**src/rtl/atimer_pkg.sv**
```systemverilog
// package: register map, field positions, reset values and widths of the timer control block
package atimer_pkg;
    localparam int CNT_W = 12;                                  // counter width
    localparam logic [CNT_W-1:0] CNT_MAX = 12'hfff;             // maximum count
    localparam logic [7:0] OFS_CAPTURE_LOW = 8'h00;             // captured_count[7:0]
    localparam logic [7:0] OFS_CAPTURE_HIGH = 8'h04;            // captured_count[11:8]
    localparam logic [7:0] OFS_BREAK_EN = 8'h08;                // break_enable_ctl
    localparam logic [7:0] OFS_CTL_STATUS2 = 8'h0c;             // timer_ctl_status_second
    localparam logic [7:0] OFS_BREAK_CTL = 8'h10;               // break_control
    localparam logic [7:0] OFS_CAPTURE_STATUS = 8'h14;          // capture flag, write 1 to clear
    localparam logic [7:0] OFS_RELOAD2 = 8'h18;                 // second_reload_value
    localparam logic [7:0] OFS_OUT_EN = 8'h1c;                  // pwm_output_enable[3:0]
    localparam logic [7:0] OFS_COUNT1 = 8'h20;                  // first_counter readback
    localparam logic [7:0] OFS_COUNT2 = 8'h24;                  // second_counter readback
    // timer_ctl_status_second fields
    localparam int CS_FIRST_DUTY_TRANSFER_EN = 0;
    localparam int CS_SECOND_DUTY_TRANSFER_EN = 1;
    localparam int CS_SEL2 = 2;
    localparam int CS_SECOND_OVERFLOW_FLAG = 3;
    localparam int CS_SECOND_OVERFLOW_IRQ_EN = 4;
    localparam int CS_ICS = 5;
    localparam int CS_FIRST_COUNTER_FORCE_OVERFLOW = 6;
    localparam int CS_SECOND_COUNTER_FORCE_OVERFLOW = 7;
    // break_enable_ctl fields
    localparam int BE_FIRST_COUNTER_BREAK_EN = 0;
    localparam int BE_SECOND_COUNTER_BREAK_EN = 1;
    localparam int BE_USED_W = 2;                               // bits 7:2 reserved
    // break_control fields
    localparam int BC_ACTIVE = 5;                               // break active
    localparam int BC_PATTERN_W = 4;                            // pattern in bits 3:0
    // reset values
    localparam logic [7:0] RST_CTL_STATUS2 = 8'h03;
    localparam logic [7:0] RST_BREAK_EN = 8'h03;
    localparam logic [7:0] RST_BREAK_CTL = 8'h00;
    localparam logic [CNT_W-1:0] RST_CAPTURE = 12'h000;
    localparam logic [CNT_W-1:0] RST_RELOAD2 = 12'h000;
    localparam logic [3:0] RST_OUT_EN = 4'h0;
endpackage

```
**src/rtl/sync_edge.sv**
```systemverilog
// two-flop synchroniser with edge detector for a pin input
`timescale 1ns/1ps
`default_nettype none
module sync_edge (
    input wire logic clk,
    input wire logic nrst,
    input wire logic pin,
    output logic level,
    output logic edge_pulse
);
    logic meta_reg; // first stage, read only by the second stage
    logic sync_reg; // second stage
    logic last_reg; // previous synchronised level

    // metastability chain, then one more flop for edge detection
    always_ff @(posedge clk or negedge nrst) begin
        if (!nrst) begin
            meta_reg <= 1'b0;
            sync_reg <= 1'b0;
            last_reg <= 1'b0;
        end else begin
            meta_reg <= pin;
            sync_reg <= meta_reg;
            last_reg <= sync_reg;
        end
    end

    assign level = sync_reg;
    // either edge counts
    assign edge_pulse = sync_reg ^ last_reg;
endmodule
`default_nettype wire

```
**src/rtl/reload_counter.sv**
```systemverilog
// 12-bit up counter with reload on wrap, force-to-max and hold
`timescale 1ns/1ps
`default_nettype none
module reload_counter #(
    parameter int W = 12
) (
    input wire logic clk,
    input wire logic nrst,
    input wire logic run,
    input wire logic force_max,
    input wire logic [W-1:0] reload,
    output logic [W-1:0] count,
    output logic wrap
);
    logic [W-1:0] count_reg;

    // wrap when at maximum and allowed to step
    assign wrap = run && (count_reg == {W{1'b1}});

    // force wins over counting; hold while not running
    always_ff @(posedge clk or negedge nrst) begin
        if (!nrst) begin
            count_reg <= '0;
        end else if (force_max) begin
            count_reg <= {W{1'b1}};
        end else if (wrap) begin
            count_reg <= reload;
        end else if (run) begin
            count_reg <= count_reg + 1'b1;
        end
    end

    assign count = count_reg;
endmodule
`default_nettype wire

```
**src/rtl/atimer_ctl.sv**
```systemverilog
// control and status block of the dual-counter auto-reload timer, APB slave
// Notes on behaviour
// - either capture pin edge copies first counter
// - capture only while capture flag clear
// - capture register read-only, resets to zero
// - second break enable gates upper pair while select set
// - first break enable gates lower, upper while select clear
// - second force bit loads maximum count
// - second force clears cycle after overflow
// - first force loads max, self-clears
// - source select picks normal or long pin
// - overflow irq only when enabled
// - overflow flag set on wrap
// - reading status register clears overflow flag
// - select routes upper pwm pair counter
// - second counter holds while select clear, except that a set second force bit still loads max
// - status register resets to 03
// - break enable resets 03, reserved bits
// - break forces pattern onto enabled outputs
// - duty transfer only when enabled
`timescale 1ns/1ps
`default_nettype none
module atimer_ctl
    import atimer_pkg::*;
(
    input wire logic clk,
    input wire logic nrst,
    // apb slave
    input wire logic psel,
    input wire logic penable,
    input wire logic pwrite,
    input wire logic [7:0] paddr,
    input wire logic [31:0] pwdata,
    output logic [31:0] prdata,
    output logic pready,
    output logic pslverr,
    // pins
    input wire logic normal_capture_pin,
    input wire logic long_capture_pin,
    input wire logic break_pin,
    // pwm datapath side
    input wire logic [3:0] pwm_raw,
    output logic [3:0] pwm_out,
    output logic upper_pair_counter_select,
    output logic duty_load1,
    output logic duty_load2,
    output logic second_overflow_irq,
    output logic [atimer_pkg::CNT_W-1:0] first_counter,
    output logic [atimer_pkg::CNT_W-1:0] second_counter
);
    import atimer_pkg::*;

    logic [7:0] ctl2_reg;                 // timer_ctl_status_second
    logic [BE_USED_W-1:0] break_en_reg;   // break_enable_ctl, used bits
    logic [7:0] break_ctl_reg;            // break_control
    logic [CNT_W-1:0] capture_reg;        // captured_count
    logic capture_flag_reg;               // capture_flag
    logic [CNT_W-1:0] reload2_reg;        // second_reload_value
    logic [3:0] out_en_reg;               // pwm_output_enable
    logic [31:0] prdata_reg;              // registered read data
    logic first_counter_force_overflow_clr_reg;                 // first overflow seen last cycle
    logic second_counter_force_overflow_clr_reg;                 // second overflow seen last cycle
    logic cap_n_edge, cap_l_edge, brk_level;
    logic cap_edge, wrap1, wrap2, wr_en, rd_en, addr_ok, break_active;
    logic [3:0] break_hit;

    assign wr_en = psel && penable && pwrite;
    assign rd_en = psel && penable && !pwrite;

    // pin synchronisers
    sync_edge u_sync_normal (
        .clk(clk), .nrst(nrst), .pin(normal_capture_pin),
        .level(), .edge_pulse(cap_n_edge)
    );
    sync_edge u_sync_long (
        .clk(clk), .nrst(nrst), .pin(long_capture_pin),
        .level(), .edge_pulse(cap_l_edge)
    );
    sync_edge u_sync_break (
        .clk(clk), .nrst(nrst), .pin(break_pin),
        .level(brk_level), .edge_pulse()
    );

    // counters: first runs always, second only while selected
    reload_counter #(.W(CNT_W)) u_cnt1 (
        .clk(clk), .nrst(nrst), .run(1'b1),
        // force only loads the maximum once: holding it through the wrap would stretch
        // the overflow and the duty transfer pulse to two cycles
        .force_max(ctl2_reg[CS_FIRST_COUNTER_FORCE_OVERFLOW] && !first_counter_force_overflow_clr_reg && !wrap1),
        .reload('0), .count(first_counter), .wrap(wrap1)
    );
    reload_counter #(.W(CNT_W)) u_cnt2 (
        .clk(clk), .nrst(nrst), .run(ctl2_reg[CS_SEL2]),
        .force_max(ctl2_reg[CS_SECOND_COUNTER_FORCE_OVERFLOW] && !second_counter_force_overflow_clr_reg && !wrap2),
        .reload(reload2_reg), .count(second_counter), .wrap(wrap2)
    );

    // capture source select
    assign cap_edge = ctl2_reg[CS_ICS] ? cap_l_edge : cap_n_edge;

    // capture register: loads only while flag clear, never written by software
    always_ff @(posedge clk or negedge nrst) begin
        if (!nrst) begin
            capture_reg <= RST_CAPTURE;
        end else if (cap_edge && !capture_flag_reg) begin
            capture_reg <= first_counter;
        end
    end

    // capture flag: a software clear of a set flag wins over an edge in the same cycle
    always_ff @(posedge clk or negedge nrst) begin
        if (!nrst) begin
            capture_flag_reg <= 1'b0;
        end else if (cap_edge && !capture_flag_reg) begin
            capture_flag_reg <= 1'b1;
        end else if (wr_en && paddr == OFS_CAPTURE_STATUS && pwdata[0]) begin
            capture_flag_reg <= 1'b0;
        end
    end

    // remember overflows so the force bit clears one cycle later
    always_ff @(posedge clk or negedge nrst) begin
        if (!nrst) begin
            first_counter_force_overflow_clr_reg <= 1'b0;
            second_counter_force_overflow_clr_reg <= 1'b0;
        end else begin
            first_counter_force_overflow_clr_reg <= wrap1 && ctl2_reg[CS_FIRST_COUNTER_FORCE_OVERFLOW];
            second_counter_force_overflow_clr_reg <= wrap2 && ctl2_reg[CS_SECOND_COUNTER_FORCE_OVERFLOW];
        end
    end

    // second control/status register
    always_ff @(posedge clk or negedge nrst) begin
        if (!nrst) begin
            ctl2_reg <= RST_CTL_STATUS2;
        end else begin
            if (wr_en && paddr == OFS_CTL_STATUS2) begin
                // force bits can only be set by software
                ctl2_reg[CS_SECOND_COUNTER_FORCE_OVERFLOW] <= ctl2_reg[CS_SECOND_COUNTER_FORCE_OVERFLOW] | pwdata[CS_SECOND_COUNTER_FORCE_OVERFLOW];
                ctl2_reg[CS_FIRST_COUNTER_FORCE_OVERFLOW] <= ctl2_reg[CS_FIRST_COUNTER_FORCE_OVERFLOW] | pwdata[CS_FIRST_COUNTER_FORCE_OVERFLOW];
                ctl2_reg[CS_ICS] <= pwdata[CS_ICS];
                ctl2_reg[CS_SECOND_OVERFLOW_IRQ_EN] <= pwdata[CS_SECOND_OVERFLOW_IRQ_EN];
                ctl2_reg[CS_SEL2] <= pwdata[CS_SEL2];
                ctl2_reg[CS_SECOND_DUTY_TRANSFER_EN] <= pwdata[CS_SECOND_DUTY_TRANSFER_EN];
                ctl2_reg[CS_FIRST_DUTY_TRANSFER_EN] <= pwdata[CS_FIRST_DUTY_TRANSFER_EN];
            end
            if (first_counter_force_overflow_clr_reg) begin
                ctl2_reg[CS_FIRST_COUNTER_FORCE_OVERFLOW] <= 1'b0;
            end
            if (second_counter_force_overflow_clr_reg) begin
                ctl2_reg[CS_SECOND_COUNTER_FORCE_OVERFLOW] <= 1'b0;
            end
            // read clears the flag, a wrap in the same cycle keeps it set
            if (wrap2) begin
                ctl2_reg[CS_SECOND_OVERFLOW_FLAG] <= 1'b1;
            end else if (rd_en && paddr == OFS_CTL_STATUS2) begin
                ctl2_reg[CS_SECOND_OVERFLOW_FLAG] <= 1'b0;
            end
        end
    end

    // break enable, break control, reload value and output enables
    always_ff @(posedge clk or negedge nrst) begin
        if (!nrst) begin
            break_en_reg <= RST_BREAK_EN[BE_USED_W-1:0];
            break_ctl_reg <= RST_BREAK_CTL;
            reload2_reg <= RST_RELOAD2;
            out_en_reg <= RST_OUT_EN;
        end else begin
            if (wr_en) begin
                unique case (paddr)
                    OFS_BREAK_EN: begin
                        break_en_reg <= pwdata[BE_USED_W-1:0]; // reserved bits dropped
                    end
                    OFS_BREAK_CTL: begin
                        break_ctl_reg <= pwdata[7:0];
                    end
                    OFS_RELOAD2: begin
                        reload2_reg <= pwdata[CNT_W-1:0];
                    end
                    OFS_OUT_EN: begin
                        out_en_reg <= pwdata[3:0];
                    end
                    default: begin
                    end
                endcase
            end
            // the pin raises break active; a set wins over a software clear
            if (brk_level) begin
                break_ctl_reg[BC_ACTIVE] <= 1'b1;
            end
        end
    end

    assign break_active = break_ctl_reg[BC_ACTIVE];

    // which outputs the break reaches
    always_comb begin
        break_hit[1:0] = {2{break_active && break_en_reg[BE_FIRST_COUNTER_BREAK_EN]}};
        if (ctl2_reg[CS_SEL2]) begin
            break_hit[3:2] = {2{break_active && break_en_reg[BE_SECOND_COUNTER_BREAK_EN]}};
        end else begin
            break_hit[3:2] = {2{break_active && break_en_reg[BE_FIRST_COUNTER_BREAK_EN]}};
        end
    end

    // force pattern only on enabled outputs
    always_comb begin
        for (int i = 0; i < 4; i++) begin
            if (break_hit[i] && out_en_reg[i]) begin
                pwm_out[i] = break_ctl_reg[i];
            end else begin
                pwm_out[i] = pwm_raw[i];
            end
        end
    end

    // duty transfers on overflow events; upper pair follows its counter
    assign duty_load1 = wrap1 && ctl2_reg[CS_FIRST_DUTY_TRANSFER_EN];
    assign duty_load2 = (ctl2_reg[CS_SEL2] ? wrap2 : wrap1) && ctl2_reg[CS_SECOND_DUTY_TRANSFER_EN];
    assign upper_pair_counter_select = ctl2_reg[CS_SEL2];
    assign second_overflow_irq = ctl2_reg[CS_SECOND_OVERFLOW_FLAG] && ctl2_reg[CS_SECOND_OVERFLOW_IRQ_EN];

    // address decode
    always_comb begin
        unique case (paddr)
            OFS_CAPTURE_LOW, OFS_CAPTURE_HIGH, OFS_BREAK_EN, OFS_CTL_STATUS2,
            OFS_BREAK_CTL, OFS_CAPTURE_STATUS, OFS_RELOAD2, OFS_OUT_EN,
            OFS_COUNT1, OFS_COUNT2: addr_ok = 1'b1;
            default: addr_ok = 1'b0;
        endcase
    end

    // read data captured in the setup cycle, stable through access
    always_ff @(posedge clk or negedge nrst) begin
        if (!nrst) begin
            prdata_reg <= 32'h0000_0000;
        end else if (psel && !penable && !pwrite) begin
            unique case (paddr)
                OFS_CAPTURE_LOW: prdata_reg <= {24'h0, capture_reg[7:0]};
                OFS_CAPTURE_HIGH: prdata_reg <= {28'h0, capture_reg[11:8]};
                OFS_BREAK_EN: prdata_reg <= {30'h0, break_en_reg};
                OFS_CTL_STATUS2: prdata_reg <= {24'h0, ctl2_reg};
                OFS_BREAK_CTL: prdata_reg <= {24'h0, break_ctl_reg};
                OFS_CAPTURE_STATUS: prdata_reg <= {31'h0, capture_flag_reg};
                OFS_RELOAD2: prdata_reg <= {20'h0, reload2_reg};
                OFS_OUT_EN: prdata_reg <= {28'h0, out_en_reg};
                OFS_COUNT1: prdata_reg <= {20'h0, first_counter};
                OFS_COUNT2: prdata_reg <= {20'h0, second_counter};
                default: prdata_reg <= 32'h0000_0000;
            endcase
        end
    end

    assign prdata = prdata_reg;
    assign pready = 1'b1;                       // zero wait states
    assign pslverr = psel && penable && !addr_ok;
endmodule
`default_nettype wire

```
**config.mk**
```make
export PLATFORM = sky130hd
export DESIGN_NAME = atimer_ctl
export DESIGN_NICKNAME = d
export VERILOG_FILES = /design/src/rtl/atimer_pkg.sv /design/src/rtl/sync_edge.sv /design/src/rtl/reload_counter.sv /design/src/rtl/atimer_ctl.sv
export SDC_FILE = /design/constraint.sdc
export NUM_CORES = 1
export LEC_CHECK = 0
export BUFFER_PORTS_ARGS = -buffer_cell sky130_fd_sc_hd__buf_2
export CORE_MARGIN = 5
export CORE_UTILIZATION = 30
export CTS_BUF_LIST = sky130_fd_sc_hd__clkbuf_2
export CTS_CLUSTER_SIZE = 10
export DETAILED_ROUTE_END_ITERATION = 10
export PLACE_DENSITY = 0.48
export SYNTH_ARGS = -nofsm -noshare
export SYNTH_HDL_FRONTEND = slang
export SYNTH_HIERARCHICAL = 1
export SYNTH_SLANG_ARGS = --single-unit
```
**constraint.sdc**
```tcl
create_clock -name clk -period 5.3 [get_ports clk]
set_input_delay 0.265 -clock clk [delete_from_list [all_inputs] [get_ports clk]]
set_output_delay 0.265 -clock clk [all_outputs]
set_load 0.01 [all_outputs]
```
## Yosys cells after proc, flatten, opt, wreduce, memory -nomap -nowiden

Index checks and enable logic that the tools add are counted.

| operators by class | value |
|---|---|
| add/subtract/negate cells | 2 |
| equal/unequal tests | 11 |
| multiplexer cells | 24 |
| bitwise operators | 4 |
| reductions and logical operators | 49 |

Operator list:

| operator | count |
|---|---|
| 12-bit one-hot mux with 10 select lines | 1 |
| 12-bit two-way mux | 5 |
| 8-bit by 5-bit equality test with 1-bit output (second input constant) | 4 |
| 1-bit logical AND | 27 |
| 12-bit by 1-bit adder with 12-bit output (second input constant) | 2 |
| 12-bit equality test (second input constant) | 2 |
| 8-bit by 4-bit equality test with 1-bit output (second input constant) | 2 |
| 8-bit by 6-bit equality test with 1-bit output (second input constant) | 2 |
| 1-bit two-way mux | 14 |
| 6-bit two-way mux | 2 |
| 2-bit nonzero test | 6 |
| 2-bit AND reduction | 5 |
| 10-bit OR reduction | 1 |
| 8-bit by 3-bit equality test with 1-bit output (second input constant) | 1 |
| 1-bit logical NOT | 8 |
| 8-bit logical NOT | 1 |
| 4-bit two-way mux | 1 |
| 3-bit nonzero test | 1 |
| 2-bit two-way mux | 1 |
| 1-bit bitwise OR | 2 |
| 1-bit XOR | 2 |

| storage, ports and cells | value |
|---|---|
| register bits | 113 |
| bits of input ports | 52 |
| output and inout port bits | 66 |
| logic and storage cells | 114 |

## Logic depth before layout (Yosys ltp)

| depth | value |
|---|---|
| word-level depth | 6 |
| gate-level depth with buffers | 9 |
| gate-level depth less buffers | 8 |

## Modules after synthesis

The synthesis kept the hierarchy.

By module, submodules not included:

| module | times used | cells an instance | area each (um^2) | seq. area each (um^2) |
|---|---|---|---|---|
| atimer_ctl | 1 | 285 | 3326.9 | 1531.5 |
| reload_counter | 2 | 89 | 810.8 | 300.3 |
| sync_edge | 3 | 4 | 83.8 | 75.1 |

## Worst setup path after synthesis

No wires, ideal clock.

| timing | value |
|---|---|
| path type | flip-flop to flip-flop |
| start | reg u_cnt1.count_reg[0], in the netlist u_cnt1/count[0] |
| end | reg u_cnt1.count_reg[9], in the netlist u_cnt1/count[9] |
| setup time | 140 ps |
| arrival | 1906 ps |
| data required time | 5160 ps |
| setup slack | 3253 ps |
| stages on the path, launching flop included | 10 |
| path buffers | 1 |
| clock period less this slack | 2047 ps |
| path through | dfrtp_1 ha_1 nand4_4 nor3_4 nor3b_1 clkbuf_2 inv_1 a41oi_1 nor3_1 a211oi_1 |

| on the way | value |
|---|---|
| longest elaborated chain between the ends | 4 |
| elaborated cells between the ends (all ways) | 6 |
| those cells by class | add/sub (1); eq/ne (1); mux (2); reduce/logical (2) |

RTL lines:

| what | RTL line | text |
|---|---|---|
| start: declaration | reload_counter.sv:15 | `logic [W-1:0] count_reg;` |
| start signal: assignment | reload_counter.sv:25 | `count_reg <= {W{1'b1}};` |
| start signal: assignment | reload_counter.sv:27 | `count_reg <= reload;` |
| start signal: assignment | reload_counter.sv:29 | `count_reg <= count_reg + 1'b1;` |
| 12-bit equality test (*) | reload_counter.sv:18 | `assign wrap = run && (count_reg == {W{1'b1}});` |
| net wrap1 | atimer_ctl.sv:64 | `logic cap_edge, wrap1, wrap2, wr_en, rd_en, addr_ok, break_active;` |
| 1-bit logical NOT | atimer_ctl.sv:89 | `.force_max(ctl2_reg[CS_FIRST_COUNTER_FORCE_OVERFLOW] && !first_counter_force_overflow_clr_reg && !wrap1),` |
| 1-bit logical AND | atimer_ctl.sv:89 |  |
| 12-bit two-way mux (*) | reload_counter.sv:24 | `end else if (force_max) begin` |

The timed path passes the listed nets; every way through them passes the cells marked *.
A chain may end at the register's enable or synchronous reset.

## Worst setup path in the final report

| timing | value |
|---|---|
| start | reg u_cnt1.count_reg[0], in the netlist u_cnt1/count[0] |
| end | out duty_load2 |

| on the way | value |
|---|---|
| longest elaborated chain between the ends | 3 |

RTL lines:

| what | RTL line | text |
|---|---|---|
| 12-bit equality test | reload_counter.sv:18 |  |
| net wrap1 | atimer_ctl.sv:64 |  |
| 1-bit two-way mux | atimer_ctl.sv:220 | `assign duty_load2 = (ctl2_reg[CS_SEL2] ? wrap2 : wrap1) && ctl2_reg[CS_SECOND_DUTY_TRANSFER_EN];` |
| 1-bit logical AND | atimer_ctl.sv:220 |  |
| end: declaration | atimer_ctl.sv:46 | `output logic duty_load2,` |

The timed path passes the listed nets, and every way through them passes these cells.

==> key figures <==
Worst setup path
  – Crit Path Max Fanout: 11
  – Worst setup EP type: output port
  – R2R setup slack: 2.33 ns
  – Kind of critical path: flip-flop to output port
  – CP startpoint kind: flip-flop
  – Critical path required time: 5.04 ns
  – Crit path DAT: 2.90 ns

Synth
  – Synth warn: 6
  – Mean Syn Cell Area: 10.9 sq um
  – Synth Instances: 473
  – Post-Syn Area: 5170 sq um

Die
  – Core Box Area: 17,100 sq um
  – Initial Util: 30.2%
  – Die area: 19,900 sq um
  – Io pins: 118
  – Core Rows: 48
  – Chip width: 141 um
  – Chip height: 141 um

Timing
  – Worst slew margin: 23.3%
  – Tmin final: 3.16 ns
  – Worst Setup Slack, final: 2.14 ns
  – Worst Tran Pin Value: 1.15 ns
  – TNS Setup: 0 ns
  – Fin crit share: 59.7%
  – Clock Skew: 0.0404 ns
  – Max-slew violations: 0
  – RSZ-0062 raised after global routing: no
  – Final Hold Vio Count: 0
  – Final setup fails: 0
  – Fmax: 316 MHz

Clocking
  – CTS Buf Count: 9
  – CTS tree: done
  – Number of H-tree levels: 3
  – Max clock buf depth: 2
  – Cts hold-fix bufs: 17
  – Clock sink count: 93
  – Clk root buf: clkbuf_2
  – Worst skew pair latency: 0.62 ns
  – Clk slew on worst S/H paths: 0.27 ns
  – Cts repair resizes: 0
  – Post-CTS setup buffer count: 0

Route
  – Via density: 5.08
  – DRT iter0 DRCs: 296
  – Detail Route Antenna Nets: 0
  – Number of remaining DRC errors: 0
  – Router iterations before antenna repair: 5
  – Final wirelength: 15,400 um
  – Wirelength per Cell: 19.1 um
  – Vias: 4,103

Global route
  – Grt ovf: 0
  – Number of antenna violations at the first check in global routing: 3
  – First-pass GRT wire length: 24,300 um
  – All-layer global routing usage: 15.8%
  – Largest net degree at the start of global routing: 49
  – Vias in the first global route: 4,114

Run
  – Max cap viols: 0

Placement
  – Detailed placement HPWL: 11,400 um
  – IO Port Bufs: 76
  – Pre-CTS setup slack: 2.37 ns
  – Final GP Congestion: 0.833

Worst hold path
  – Hold WC Path Type: input pin to flip-flop

Cells and area
  – Util after Layout: 34.9%
  – Area grow syn2layout: 15.6%
  – Layout cell share with drive strength beyond 1: 29.6%
  – # nets final: 630
  – Fillers: 1,789

Outcome
  – Status: finished clean

Power and ir drop
  – PD cells: 286 nW/um^2
  – Leakage: 2.72 nW
  – Max rail drop VDD: 0.183 mV
-- cells in the final DEF, fill, tap and decap left out, types with 5 or more instances in the layout --
cell type / n
a21oi_1: 26
a221oi_1: 5
a22o_1: 9
a22oi_1: 8
a31oi_1: 6
and2_1: 7
and3_1: 6
buf_2: 75
clkbuf_2: 11
conb_1: 37
dfrtp_1: 89
dlygate4sd3_1: 17
inv_1: 7
mux2_2: 31
mux2_4: 15
mux2i_1: 16
nand2_1: 28
nand3_1: 18
nor2_1: 26
nor2b_1: 5
nor3_1: 14
o21ai_0: 20
o21ai_1: 10
-- metrics by stage --
| step | instances | hold slack, ns | power (mW) | instance area [sq um] |
|---|---|---|---|---|
| final | 808 | 0.0732 | 1.71 | 5970 |
| after CTS | 806 | 0.0292 | 1.73 | 5970 |
| after floorplan | 508 | -0.0306 | 1.21 | 5300 |
| after global routing | 808 | 0.0568 | 1.82 | 5970 |
| after detailed placement | 773 | 0.325 | 1.41 | 5710 |
| after global placement | 773 | 0.320 | 1.40 | 5710 |
-- power breakdown --
part           switching [mW]  internal (mW)
logic                   0.211          0.185
clock network           0.244         0.0613
registers               0.194          0.813
total                   0.649           1.06
-- worst max-delay path: stages, from the launching register on --
cell	delay, ns
dfrtp_1	0.63
ha_1	0.37
nand4_4	0.18
nor3_4	0.52
mux2i_1	0.17
nor2b_1	0.23
buf_2	0.17
-- metal layers --
layer / up-vias / GRT usage (%) / wire (um)
li1: 1921 / - / -
met1: 2032 / 21.8 / 6810
met2: 125 / 25.0 / 7440
met3: 23 / 3.70 / 878
met4: 2 / 4.39 / 258
met5: - / 0 / 13
-- final timing paths --
check                                     to                  from  cells after the start
setup / recovery                  duty_load2       u_cnt1/count[0]                      6
hold / removal                   ctl2_reg[3]                  psel                      5
setup reg to reg             u_cnt1/count[9]       u_cnt1/count[0]                      8
hold reg to reg            u_sync_long/level  u_sync_long/meta_reg                      0
max in group asynchronous   capture_flag_reg                  nrst                      3
min in group asynchronous    u_cnt2/count[6]                  nrst                      2
-- final cells by class --
cell class | count | area [sq um] | share of cell area, %
multi-input cells | 369 | 2670 | 44.7
flip-flops and latches | 93 | 2330 | 39.1
repair buffers | 96 | 576 | 9.64
well taps | 225 | 282 | 4.72
clock buffers | 11 | 55.1 | 0.922
clock inverters | 5 | 27.5 | 0.461
inverters | 7 | 26.3 | 0.440
diodes | 2 | 5.00 | 0.0838
Power figures use the tool's default switching activity.
